--- src/hw/bss_params.svh ---
// Constants for the battery switch, ship mode and status control block
`ifndef BSS_PARAMS_SVH
`define BSS_PARAMS_SVH
`define BSS_CLK_HZ 200000000
// Times in milliseconds or microseconds as specified
`define BSS_SHIP_DLY_MS 12500
`define BSS_QON_DEGLITCH_MS 1000
`define BSS_QON_RST_MS 10000
`define BSS_SWITCH_RST_MS 250
`define BSS_IRQ_PULSE_US 256
`define BSS_BLINK_HALF_MS 500
// Derived cycle counts (all exact at 200 MHz)
`define BSS_CYC_PER_MS (`BSS_CLK_HZ / 1000)
`define BSS_CYC_PER_US (`BSS_CLK_HZ / 1000000)
`define BSS_SHIP_DLY_CYC (`BSS_SHIP_DLY_MS * `BSS_CYC_PER_MS)
`define BSS_QON_DEGLITCH_CYC (`BSS_QON_DEGLITCH_MS * `BSS_CYC_PER_MS)
`define BSS_QON_RST_CYC (`BSS_QON_RST_MS * `BSS_CYC_PER_MS)
`define BSS_SWITCH_RST_CYC (`BSS_SWITCH_RST_MS * `BSS_CYC_PER_MS)
`define BSS_IRQ_PULSE_CYC (`BSS_IRQ_PULSE_US * `BSS_CYC_PER_US)
`define BSS_BLINK_HALF_CYC (`BSS_BLINK_HALF_MS * `BSS_CYC_PER_MS)
`define BSS_BOOST_RETRIES 3'h7
// Field codes
`define BSS_CHG_FAULT_NONE 2'h0
`define BSS_CHG_FAULT_INPUT 2'h1
`define BSS_IND_DISABLED 2'h3
`define BSS_OVP_DEFAULT 2'h3
`endif

--- src/hw/bss_pkg.sv ---
// Types shared by both ends of the battery switch control block
package bss_pkg;
    // Battery switch control states
    typedef enum logic [2:0] {
        BSS_ON,
        BSS_SHIP_WAIT,
        BSS_SHIP,
        BSS_RESET_OFF
    } bss_sw_state_t;
endpackage

--- src/hw/bss_if.sv ---
// Interface joining the charger control device and the host end
`timescale 1ns/1ps
interface bss_if;
    logic battery_switch_disable; // Host command bits
    logic ship_entry_delay_sel;
    logic switch_reset_enable;
    logic register_reset;
    logic input_highz_clear;
    logic boost_enable_req;
    logic boost_enable_clr_req;
    logic [1:0] input_overvoltage_sel;
    logic [1:0] charge_indicator_func_sel;
    logic fault_read;
    logic quick_on_button_n; // Push button level
    logic host_irq_n; // Device status
    logic power_good_flag;
    logic input_highz_enable;
    logic boost_output_enable;
    logic [7:0] fault_register;
    logic battery_switch_on;
    modport device (
        input battery_switch_disable, ship_entry_delay_sel, switch_reset_enable, register_reset,
        input input_highz_clear, boost_enable_req, boost_enable_clr_req, input_overvoltage_sel,
        input charge_indicator_func_sel, fault_read, quick_on_button_n,
        output host_irq_n, power_good_flag, input_highz_enable, boost_output_enable,
        output fault_register, battery_switch_on
    );
    modport host (
        output battery_switch_disable, ship_entry_delay_sel, switch_reset_enable, register_reset,
        output input_highz_clear, boost_enable_req, boost_enable_clr_req, input_overvoltage_sel,
        output charge_indicator_func_sel, fault_read, quick_on_button_n,
        input host_irq_n, power_good_flag, input_highz_enable, boost_output_enable,
        input fault_register, battery_switch_on
    );
endinterface

--- src/hw/bss_device.sv ---
// Device end: battery switch, ship mode, status and fault logic
`timescale 1ns/1ps
`include "bss_params.svh"
module bss_device (
    // Clock and reset
    input wire logic clock,
    input wire logic rst_n,
    // Host side
    bss_if.device hif,
    // Analog comparator flags from the power stage
    input wire logic vbus_present,
    input wire logic vbus_in_range,
    input wire logic vbus_above_bat_sleep,
    input wire logic vbus_not_poor,
    input wire logic input_type_done,
    input wire logic input_overvoltage_raw,
    input wire logic system_overvoltage,
    input wire logic boost_short,
    input wire logic boost_retry_done,
    input wire logic charging,
    input wire logic charge_done,
    input wire logic limit_event,
    input wire logic limit_irq_mask,
    input wire logic [2:0] thermistor_fault_in,
    input wire logic other_fault,
    // Power stage controls
    output logic battery_switch_gate,
    output logic converter_stop,
    output logic sys_sink_enable,
    output logic stat_pin_o,
    output logic stat_pin_oe
);
    import bss_pkg::*;

    // ----------------------------------------
    // Quick-on pin synchroniser and timer
    // ----------------------------------------
    logic qon_s1_reg, qon_s2_reg; // Two-stage sync
    logic [31:0] qon_cnt_reg; // Low duration count
    logic qon_short_pulse; // Deglitch reached
    logic qon_long_press; // Reset press reached
    always_ff @(posedge clock or negedge rst_n) begin
        if (!rst_n) begin
            qon_s1_reg <= 1'b1;
            qon_s2_reg <= 1'b1;
        end else begin
            qon_s1_reg <= hif.quick_on_button_n;
            qon_s2_reg <= qon_s1_reg;
        end
    end
    // Count low time, saturating past the long threshold
    always_ff @(posedge clock or negedge rst_n) begin
        if (!rst_n) begin
            qon_cnt_reg <= 32'h0;
        end else if (qon_s2_reg) begin
            qon_cnt_reg <= 32'h0;
        end else if (qon_cnt_reg <= 32'(`BSS_QON_RST_CYC)) begin
            qon_cnt_reg <= qon_cnt_reg + 32'h1;
        end
    end
    assign qon_short_pulse = (qon_cnt_reg == 32'(`BSS_QON_DEGLITCH_CYC));
    assign qon_long_press = (qon_cnt_reg == 32'(`BSS_QON_RST_CYC));

    // ----------------------------------------
    // Battery switch state machine
    // ----------------------------------------
    bss_sw_state_t sw_state_reg;
    logic [31:0] sw_cnt_reg; // Delay and off-time count
    logic dis_prev_reg; // Edge detect of disable bit
    logic vbus_prev_reg; // Edge detect of input power arrival
    logic qon_exit; // Ship exit by button
    logic dis_rise;
    assign dis_rise = hif.battery_switch_disable && !dis_prev_reg;
    assign qon_exit = qon_short_pulse && (sw_state_reg == BSS_SHIP);
    always_ff @(posedge clock or negedge rst_n) begin
        if (!rst_n) begin
            dis_prev_reg <= 1'b0;
            vbus_prev_reg <= 1'b0;
        end else begin
            dis_prev_reg <= hif.battery_switch_disable;
            vbus_prev_reg <= vbus_present;
        end
    end
    always_ff @(posedge clock or negedge rst_n) begin
        if (!rst_n) begin
            sw_state_reg <= BSS_ON;
            sw_cnt_reg <= 32'h0;
        end else begin
            unique case (sw_state_reg)
                BSS_ON: begin
                    sw_cnt_reg <= 32'h0;
                    if (dis_rise) begin
                        // Immediate or delayed entry
                        sw_state_reg <= hif.ship_entry_delay_sel ? BSS_SHIP_WAIT : BSS_SHIP;
                    end else if (qon_long_press && !vbus_present && !hif.battery_switch_disable
                                 && hif.switch_reset_enable) begin
                        sw_state_reg <= BSS_RESET_OFF;
                    end
                end
                BSS_SHIP_WAIT: begin
                    if (!hif.battery_switch_disable || hif.register_reset) begin
                        sw_state_reg <= BSS_ON;
                    end else if (sw_cnt_reg == 32'(`BSS_SHIP_DLY_CYC - 1)) begin
                        sw_state_reg <= BSS_SHIP;
                    end else begin
                        sw_cnt_reg <= sw_cnt_reg + 32'h1;
                    end
                end
                BSS_SHIP: begin
                    // Exits: power arrives, button, clear or reset
                    if ((vbus_present && !vbus_prev_reg) || qon_short_pulse) begin
                        sw_state_reg <= BSS_ON;
                    end else if (!hif.battery_switch_disable || hif.register_reset) begin
                        sw_state_reg <= BSS_ON; // Also ends a host power cycle
                    end
                end
                BSS_RESET_OFF: begin
                    if (sw_cnt_reg == 32'(`BSS_SWITCH_RST_CYC - 1)) begin
                        sw_state_reg <= BSS_ON;
                    end else begin
                        sw_cnt_reg <= sw_cnt_reg + 32'h1;
                    end
                end
                default: sw_state_reg <= BSS_ON;
            endcase
        end
    end
    // Switch gate from state
    always_ff @(posedge clock or negedge rst_n) begin
        if (!rst_n) begin
            battery_switch_gate <= 1'b1;
            hif.battery_switch_on <= 1'b1;
        end else begin
            battery_switch_gate <= (sw_state_reg == BSS_ON) || (sw_state_reg == BSS_SHIP_WAIT);
            hif.battery_switch_on <= (sw_state_reg == BSS_ON) || (sw_state_reg == BSS_SHIP_WAIT);
        end
    end

    // ----------------------------------------
    // High-z and boost enable
    // ----------------------------------------
    always_ff @(posedge clock or negedge rst_n) begin
        if (!rst_n) begin
            hif.input_highz_enable <= 1'b0;
        end else if (qon_exit) begin
            hif.input_highz_enable <= 1'b1; // Set wins over clear
        end else if (hif.input_highz_clear || hif.register_reset) begin
            hif.input_highz_enable <= 1'b0;
        end
    end
    logic boost_fault_reg; // Boost fault flag, held until the next boost enable request
    logic [2:0] retry_cnt_reg; // Hiccup retries seen while shorted
    logic boost_giveup; // Short outlived every retry
    assign boost_giveup = boost_short && hif.boost_output_enable && (retry_cnt_reg == `BSS_BOOST_RETRIES);
    always_ff @(posedge clock or negedge rst_n) begin
        if (!rst_n) begin
            hif.boost_output_enable <= 1'b0;
        end else if (boost_giveup || hif.boost_enable_clr_req || hif.register_reset) begin
            hif.boost_output_enable <= 1'b0;
        end else if (hif.boost_enable_req && !hif.input_highz_enable) begin
            hif.boost_output_enable <= 1'b1;
        end
    end
    // Retry count from the hiccup logic: fault after seven
    always_ff @(posedge clock or negedge rst_n) begin
        if (!rst_n) begin
            retry_cnt_reg <= 3'h0;
        end else if (!boost_short || !hif.boost_output_enable) begin
            retry_cnt_reg <= 3'h0;
        end else if (boost_retry_done && retry_cnt_reg != `BSS_BOOST_RETRIES) begin
            retry_cnt_reg <= retry_cnt_reg + 3'h1;
        end
    end
    always_ff @(posedge clock or negedge rst_n) begin
        if (!rst_n) begin
            boost_fault_reg <= 1'b0;
        end else if (boost_giveup) begin
            boost_fault_reg <= 1'b1;
        end else if (hif.boost_enable_req) begin
            boost_fault_reg <= 1'b0;
        end
    end

    // ----------------------------------------
    // Protection and power good
    // ----------------------------------------
    always_ff @(posedge clock or negedge rst_n) begin
        if (!rst_n) begin
            converter_stop <= 1'b0;
            sys_sink_enable <= 1'b0;
            hif.power_good_flag <= 1'b0;
        end else begin
            converter_stop <= input_overvoltage_raw || system_overvoltage;
            sys_sink_enable <= system_overvoltage;
            hif.power_good_flag <= vbus_in_range && vbus_above_bat_sleep && vbus_not_poor
                                   && input_type_done;
        end
    end

    // ----------------------------------------
    // Fault register and interrupt
    // ----------------------------------------
    logic ovp_prev_reg, pg_prev_reg, done_prev_reg, type_prev_reg, lim_prev_reg, oth_prev_reg;
    logic chg_fault_reg; // Latched input overvoltage
    logic other_fault_reg;
    logic fault_pending_reg; // Unread fault history
    logic [31:0] irq_cnt_reg;
    logic fault_new, status_event;
    assign fault_new = (input_overvoltage_raw && !ovp_prev_reg) || boost_giveup || (other_fault && !oth_prev_reg);
    assign status_event = (charge_done && !done_prev_reg) || (input_type_done && !type_prev_reg)
                          || (hif.power_good_flag != pg_prev_reg)
                          || (limit_event && !lim_prev_reg && !limit_irq_mask);
    always_ff @(posedge clock or negedge rst_n) begin
        if (!rst_n) begin
            ovp_prev_reg <= 1'b0;
            pg_prev_reg <= 1'b0;
            done_prev_reg <= 1'b0;
            type_prev_reg <= 1'b0;
            lim_prev_reg <= 1'b0;
            oth_prev_reg <= 1'b0;
        end else begin
            ovp_prev_reg <= input_overvoltage_raw;
            pg_prev_reg <= hif.power_good_flag;
            done_prev_reg <= charge_done;
            type_prev_reg <= input_type_done;
            lim_prev_reg <= limit_event;
            oth_prev_reg <= other_fault;
        end
    end
    // Latch faults until read; set wins over read
    always_ff @(posedge clock or negedge rst_n) begin
        if (!rst_n) begin
            chg_fault_reg <= 1'b0;
            other_fault_reg <= 1'b0;
            fault_pending_reg <= 1'b0;
        end else begin
            chg_fault_reg <= input_overvoltage_raw || (chg_fault_reg && !hif.fault_read);
            other_fault_reg <= other_fault || (other_fault_reg && !hif.fault_read);
            fault_pending_reg <= fault_new || (fault_pending_reg && !hif.fault_read);
        end
    end
    // Single byte read only: one read strobe per access
    always_ff @(posedge clock or negedge rst_n) begin
        if (!rst_n) begin
            hif.fault_register <= 8'h0;
        end else begin
            hif.fault_register <= {other_fault_reg, boost_fault_reg, 1'b0, // Boost flag clears on enable request
                                   chg_fault_reg ? `BSS_CHG_FAULT_INPUT : `BSS_CHG_FAULT_NONE,
                                   thermistor_fault_in}; // Live thermistor field
        end
    end
    // Pulse generator: faults suppressed while history unread
    always_ff @(posedge clock or negedge rst_n) begin
        if (!rst_n) begin
            irq_cnt_reg <= 32'h0;
            hif.host_irq_n <= 1'b1;
        end else if (irq_cnt_reg != 32'h0) begin
            irq_cnt_reg <= irq_cnt_reg - 32'h1;
            hif.host_irq_n <= (irq_cnt_reg == 32'h1);
        end else if (status_event || (fault_new && !fault_pending_reg)) begin
            irq_cnt_reg <= 32'(`BSS_IRQ_PULSE_CYC);
            hif.host_irq_n <= 1'b0;
        end
    end

    // ----------------------------------------
    // Status pin with blink
    // ----------------------------------------
    logic [31:0] blink_cnt_reg;
    logic blink_reg;
    logic suspended;
    assign suspended = input_overvoltage_raw || system_overvoltage || (thermistor_fault_in != 3'h0);
    always_ff @(posedge clock or negedge rst_n) begin
        if (!rst_n) begin
            blink_cnt_reg <= 32'h0;
            blink_reg <= 1'b0;
        end else if (blink_cnt_reg == 32'(`BSS_BLINK_HALF_CYC - 1)) begin
            blink_cnt_reg <= 32'h0;
            blink_reg <= !blink_reg; // 1Hz square
        end else begin
            blink_cnt_reg <= blink_cnt_reg + 32'h1;
        end
    end
    always_ff @(posedge clock or negedge rst_n) begin
        if (!rst_n) begin
            stat_pin_oe <= 1'b0;
        end else if (hif.charge_indicator_func_sel == `BSS_IND_DISABLED) begin
            stat_pin_oe <= 1'b0;
        end else if (suspended) begin
            stat_pin_oe <= blink_reg;
        end else begin
            stat_pin_oe <= charging && !charge_done;
        end
    end
    always_ff @(posedge clock or negedge rst_n) begin
        if (!rst_n) begin
            stat_pin_o <= 1'b0;
        end else begin
            stat_pin_o <= 1'b0; // Open drain pulls low only
        end
    end
endmodule

--- src/flat_wrapper.sv ---
// flat-port wrapper written by rule: the top's interface ports become plain ports
module bss_device_flat import bss_pkg::*;
  (clock, rst_n, vbus_present, vbus_in_range, vbus_above_bat_sleep, vbus_not_poor, input_type_done, input_overvoltage_raw, system_overvoltage, boost_short, boost_retry_done, charging, charge_done, limit_event, limit_irq_mask, thermistor_fault_in, other_fault, battery_switch_gate, converter_stop, sys_sink_enable, stat_pin_o, stat_pin_oe, hif_battery_switch_disable, hif_ship_entry_delay_sel, hif_switch_reset_enable, hif_register_reset, hif_input_highz_clear, hif_boost_enable_req, hif_boost_enable_clr_req, hif_input_overvoltage_sel, hif_charge_indicator_func_sel, hif_fault_read, hif_quick_on_button_n, hif_host_irq_n, hif_power_good_flag, hif_input_highz_enable, hif_boost_output_enable, hif_fault_register, hif_battery_switch_on);
  bss_if hif_i ();
  input wire logic clock;
  input wire logic rst_n;
  input wire logic vbus_present;
  input wire logic vbus_in_range;
  input wire logic vbus_above_bat_sleep;
  input wire logic vbus_not_poor;
  input wire logic input_type_done;
  input wire logic input_overvoltage_raw;
  input wire logic system_overvoltage;
  input wire logic boost_short;
  input wire logic boost_retry_done;
  input wire logic charging;
  input wire logic charge_done;
  input wire logic limit_event;
  input wire logic limit_irq_mask;
  input wire logic [2:0] thermistor_fault_in;
  input wire logic other_fault;
  output logic battery_switch_gate;
  output logic converter_stop;
  output logic sys_sink_enable;
  output logic stat_pin_o;
  output logic stat_pin_oe;
  input wire logic [$bits(hif_i.battery_switch_disable)-1:0] hif_battery_switch_disable;
  input wire logic [$bits(hif_i.ship_entry_delay_sel)-1:0] hif_ship_entry_delay_sel;
  input wire logic [$bits(hif_i.switch_reset_enable)-1:0] hif_switch_reset_enable;
  input wire logic [$bits(hif_i.register_reset)-1:0] hif_register_reset;
  input wire logic [$bits(hif_i.input_highz_clear)-1:0] hif_input_highz_clear;
  input wire logic [$bits(hif_i.boost_enable_req)-1:0] hif_boost_enable_req;
  input wire logic [$bits(hif_i.boost_enable_clr_req)-1:0] hif_boost_enable_clr_req;
  input wire logic [$bits(hif_i.input_overvoltage_sel)-1:0] hif_input_overvoltage_sel;
  input wire logic [$bits(hif_i.charge_indicator_func_sel)-1:0] hif_charge_indicator_func_sel;
  input wire logic [$bits(hif_i.fault_read)-1:0] hif_fault_read;
  input wire logic [$bits(hif_i.quick_on_button_n)-1:0] hif_quick_on_button_n;
  output wire logic [$bits(hif_i.host_irq_n)-1:0] hif_host_irq_n;
  output wire logic [$bits(hif_i.power_good_flag)-1:0] hif_power_good_flag;
  output wire logic [$bits(hif_i.input_highz_enable)-1:0] hif_input_highz_enable;
  output wire logic [$bits(hif_i.boost_output_enable)-1:0] hif_boost_output_enable;
  output wire logic [$bits(hif_i.fault_register)-1:0] hif_fault_register;
  output wire logic [$bits(hif_i.battery_switch_on)-1:0] hif_battery_switch_on;
  assign hif_i.battery_switch_disable = hif_battery_switch_disable;
  assign hif_i.ship_entry_delay_sel = hif_ship_entry_delay_sel;
  assign hif_i.switch_reset_enable = hif_switch_reset_enable;
  assign hif_i.register_reset = hif_register_reset;
  assign hif_i.input_highz_clear = hif_input_highz_clear;
  assign hif_i.boost_enable_req = hif_boost_enable_req;
  assign hif_i.boost_enable_clr_req = hif_boost_enable_clr_req;
  assign hif_i.input_overvoltage_sel = hif_input_overvoltage_sel;
  assign hif_i.charge_indicator_func_sel = hif_charge_indicator_func_sel;
  assign hif_i.fault_read = hif_fault_read;
  assign hif_i.quick_on_button_n = hif_quick_on_button_n;
  assign hif_host_irq_n = hif_i.host_irq_n;
  assign hif_power_good_flag = hif_i.power_good_flag;
  assign hif_input_highz_enable = hif_i.input_highz_enable;
  assign hif_boost_output_enable = hif_i.boost_output_enable;
  assign hif_fault_register = hif_i.fault_register;
  assign hif_battery_switch_on = hif_i.battery_switch_on;
  bss_device u_core (.clock(clock), .rst_n(rst_n), .hif(hif_i), .vbus_present(vbus_present), .vbus_in_range(vbus_in_range), .vbus_above_bat_sleep(vbus_above_bat_sleep), .vbus_not_poor(vbus_not_poor), .input_type_done(input_type_done), .input_overvoltage_raw(input_overvoltage_raw), .system_overvoltage(system_overvoltage), .boost_short(boost_short), .boost_retry_done(boost_retry_done), .charging(charging), .charge_done(charge_done), .limit_event(limit_event), .limit_irq_mask(limit_irq_mask), .thermistor_fault_in(thermistor_fault_in), .other_fault(other_fault), .battery_switch_gate(battery_switch_gate), .converter_stop(converter_stop), .sys_sink_enable(sys_sink_enable), .stat_pin_o(stat_pin_o), .stat_pin_oe(stat_pin_oe));
endmodule
--- config.mk ---
export PLATFORM = sky130hd
export DESIGN_NAME = bss_device_flat
export DESIGN_NICKNAME = d
export VERILOG_FILES = /design/src/hw/bss_pkg.sv /design/src/hw/bss_if.sv /design/src/hw/bss_device.sv /design/src/flat_wrapper.sv
export VERILOG_INCLUDE_DIRS = /design/src /design/src/hw
export SDC_FILE = /design/constraint.sdc
export NUM_CORES = 1
export LEC_CHECK = 0
export ABC_CLOCK_PERIOD_IN_PS = 2900
export BUFFER_PORTS_ARGS = -buffer_cell sky130_fd_sc_hd__clkbuf_2
export CAP_MARGIN = 20
export CELL_PAD_IN_SITES_DETAIL_PLACEMENT = 2
export CELL_PAD_IN_SITES_GLOBAL_PLACEMENT = 2
export CORE_AREA = 5 5 149 151
export DETAILED_ROUTE_END_ITERATION = 10
export DIE_AREA = 0 0 154 156
export PLACE_DENSITY_LB_ADDON = 0.1
export SLEW_MARGIN = 15
export SYNTH_ARGS = -nofsm -noshare
export SYNTH_HDL_FRONTEND = slang
export SYNTH_SLANG_ARGS = --single-unit
--- constraint.sdc ---
create_clock -name clock -period 2.9 [get_ports clock]
set_input_delay 0.145 -clock clock [delete_from_list [all_inputs] [get_ports clock]]
set_output_delay 0.145 -clock clock [all_outputs]
set_load 0.005 [all_outputs]
==> flow_summary.ini <==
[power]
vdd_drop_max_uv = 367
pwr-share-seq_pct = 45.7
combPwrFrac_pct = 12.3
p_leak_nw = 3.96
clkPwrFrac_pct = 42.1
p_switching_mw = 1.60
power.density_nw_per_um2 = 588
power.share.switching_pct = 28.9
p_int_mw = 3.94

[placed_design]
io_buffer_count = 44
dpl_cell_area_sq_um = 8600
dp_hpwl_mm = 15.8
place_congestion = 0.799

[timing]
fin_crit_sh_pct = 88.4
slew_headroom_pct = 57.0
whs_ns = 0.0250
finClkSkew_ns = 0.0123
setup_viol = 0
drv_slew = 0
fin_crit_ns = 2.56
fmax_mhz = 390
hold_violations = 0
rsz0062_at_grt = no
setup_tns_ns = 0
worst_pin_slew_ns = 0.645

[finish]
drive_gt1_share_pct = 13.0
diodes = 0
fin_nets = 946
fin_area_sq_um = 9410
area_growth_pct = 18.1
n_fill_cell = 2229

[worst_setup_path]
cp_data_required_time_ns = 3.21
path_class = flop to flop
crit_path_start_kind = flop
path_cells = ha_1 > nand4_1 > or3_1 > o31ai_1 > a21oi_1 > nor2_1 > mux2_2
cp-end-kind = flop
crit_arrival_ns = 2.88
max_stage_delay_ns = 0.43
reg2reg_slack_ns = 0.34
cp_slowest_cell = or3_1
critPathBufInv = 0
timing.critical_path.max_delay_family = simple AND/OR/NAND/NOR gates
crit_fanout = 7

[clocking]
cts_inserted_buffers = 17
clk_pin_slew_ns = 0.07
clk_latency_ns = 0.43
cts_max_path_buffers = 2
cts.repair.resized = 0
cts_tree = done
clkSinkCount = 162
h-tree-depth = 4
cts-root-buf = clkbuf_16

[yosys]
ys.warnings.count = 0
synth_edf_count = 0
synth_cell_types = 57
yosysSeqAreaShare_pct = 51.0
ys.flop_type = dfrtp_1
syn-cell-area_sq_um = 7960
synth_seq_cells = 162
synth_cells = 824
async_flop_share_pct = 100
synth_area_per_cell_sq_um = 9.66

[global_route]
grt_pass1_wl_mm = 39.2
grt_max_degree = 77
grt-ovfl-total = 0
antenna_found_initial = 0
track_usage_pct = 20.0
first_global_vias = 7361

[floorplanning]
fp.dieArea_sq_um = 24000
coreArea_sq_um = 20700
ios = 50
start_util_pct = 38.5
dieWidth_um = 154
dieHeight_um = 156
fp-row-count = 53

[min_path]
hold_class = primary input to flop

[outcome]
status = completed

[routing]
wirelength_mm = 23.4
viasPerCell = 5.54
ant_nets = 0
firstDrtPassIters = 4
first_iter_violations = 309
drc = 0
vias = 6609
wl_per_cell_um = 19.6

[job]
drv_cap = 0
path summary, 6_finish.rpt:
kind | start | cells after the start | to
min in group asynchronous | rst_n | 2 | u_core.sw_cnt_reg[20]
worst max-delay path | u_core.sw_cnt_reg[0] | 7 | u_core.sw_state_reg[1]
worst min register to register | u_core.qon_s1_reg | 0 | u_core.qon_s2_reg
worst min-delay path | vbus_in_range | 2 | u_core.hif.power_good_flag
max in group asynchronous | rst_n | 3 | u_core.hif.host_irq_n
worst max register to register | u_core.sw_cnt_reg[0] | 7 | u_core.sw_state_reg[1]
metal layers:
metal | GRT usage (%) | share of wire [%]
met1 | 24.3 | 43
met5 | 0 | 0
met4 | 4.21 | 1.1
met2 | 37.3 | 54
met3 | 3.61 | 1.8
cell type report:
type / instances / area [sq um] / share of cell area [%]
multi-input cells: 613 / 3710 / 39.4
clock buffers: 17 / 425 / 4.52
repair buffers: 86 / 607 / 6.45
clock inverters: 15 / 173 / 1.84
well taps: 275 / 344 / 3.66
inverters: 25 / 93.8 / 0.997
flip-flops and latches: 162 / 4060 / 43.1
logic make-up (layout without fill, tap and decap cells):
group	count (synthesis)	after routing	share of synthesized area, %
other	1	3	0.0471
flip-flops	162	162	51.0
adder cells (fa/ha/maj)	9	9	1.41
AND/OR/NAND/NOR	397	397	26.6
multiplexers	7	7	0.911
buffers and inverters	51	143	2.67
XOR/XNOR	77	77	8.47
AO/OA/AOI/OAI	120	120	8.94
power by group through the flow:
stage / combinational, mW / sequential [mW] / clock (mW)
6_report: 0.679 / 2.53 / 2.33
4_1_cts: 0.690 / 2.53 / 2.39
5_1_grt: 0.767 / 2.55 / 2.49
3_5_place_dp: 0.656 / 2.57 / 0
2_1_floorplan: 0.415 / 2.52 / 0
3_3_place_gp: 0.628 / 2.55 / 0
cell usage after synthesis, drive strengths merged, types with 3 or more instances:
library cell    n  area [sq um]
dfrtp         158          3950
nor2           87           327
nand2          63           236
nand3          55           288
a21oi          48           240
xor2           40           350
xnor2          37           324
o21ai          36           180
or3            35           219
nand4          28           175
inv            25          93.8
nor4           25           163
nor3           21           105
and3           20           126
clkbuf         15          56.3
nor2b          14          87.6
buf            11          62.6
o31ai          11          82.6
or4            10          75.1
ha              9           113
nand2b          7          43.8
or2             7          43.8
and4            5          46.3
mux2i           5          50.1
a21o            4          30.0
dfstp           4           105
nor4bb          4          40.0
a31oi           3          18.8
nand3b          3          22.5
nand4b          3          26.3
nor4b           3          26.3
worst reg2reg max path: cells and delay by family, from the launching register on:
family / cells / cell delay, ns
AOI/OAI and AO/OA: 2 / 0.61
muxes: 1 / 0.35
adders and majority gates: 1 / 0.25
DFF: 1 / 0.42
and+or+nand+nor: 3 / 0.84
placed cells by master (no fill, tap or decap), types with 4 or more instances in the layout:
| cell | n |
|---|---|
| dfrtp_1 | 158 |
| nor2_1 | 86 |
| nand2_1 | 63 |
| nand3_1 | 54 |
| a21oi_1 | 48 |
| clkbuf_2 | 43 |
| xor2_1 | 40 |
| xnor2_1 | 37 |
| o21ai_0 | 36 |
| or3_1 | 35 |
| nand4_1 | 28 |
| inv_1 | 25 |
| nor4_1 | 24 |
| dlygate4sd3_1 | 21 |
| nor3_1 | 20 |
| buf_4 | 20 |
| and3_1 | 19 |
| clkbuf_16 | 17 |
| nor2b_1 | 14 |
| o31ai_1 | 11 |
| or4_1 | 10 |
| ha_1 | 9 |
| or2_2 | 7 |
| nand2b_1 | 7 |
| mux2i_1 | 5 |
| and4_1 | 4 |
| a21o_1 | 4 |
| nor4bb_1 | 4 |
| clkinv_4 | 4 |
| inv_6 | 4 |
| dfstp_2 | 4 |
stage by stage:
stage	power, mW	cells	setup slack [ns]	utilization [%]
2_1_floorplan	2.93	826	0.588	-
3_3_place_gp	3.18	1140	0.496	41.6
3_5_place_dp	3.23	1140	0.409	41.6
4_1_cts	5.61	1193	0.323	45.5
5_1_grt	5.80	1193	0.0977	45.5
6_report	5.54	1193	0.337	45.5
timing repair:
action / 4_1_cts / 5_1_grt
setup buffers: 0 / 0
setup endpoints to repair: 0 / 0
endpoints found under the hold margin: 78 / 0
hold buffers: 21 / 0
Power figures use the tool's default switching activity.
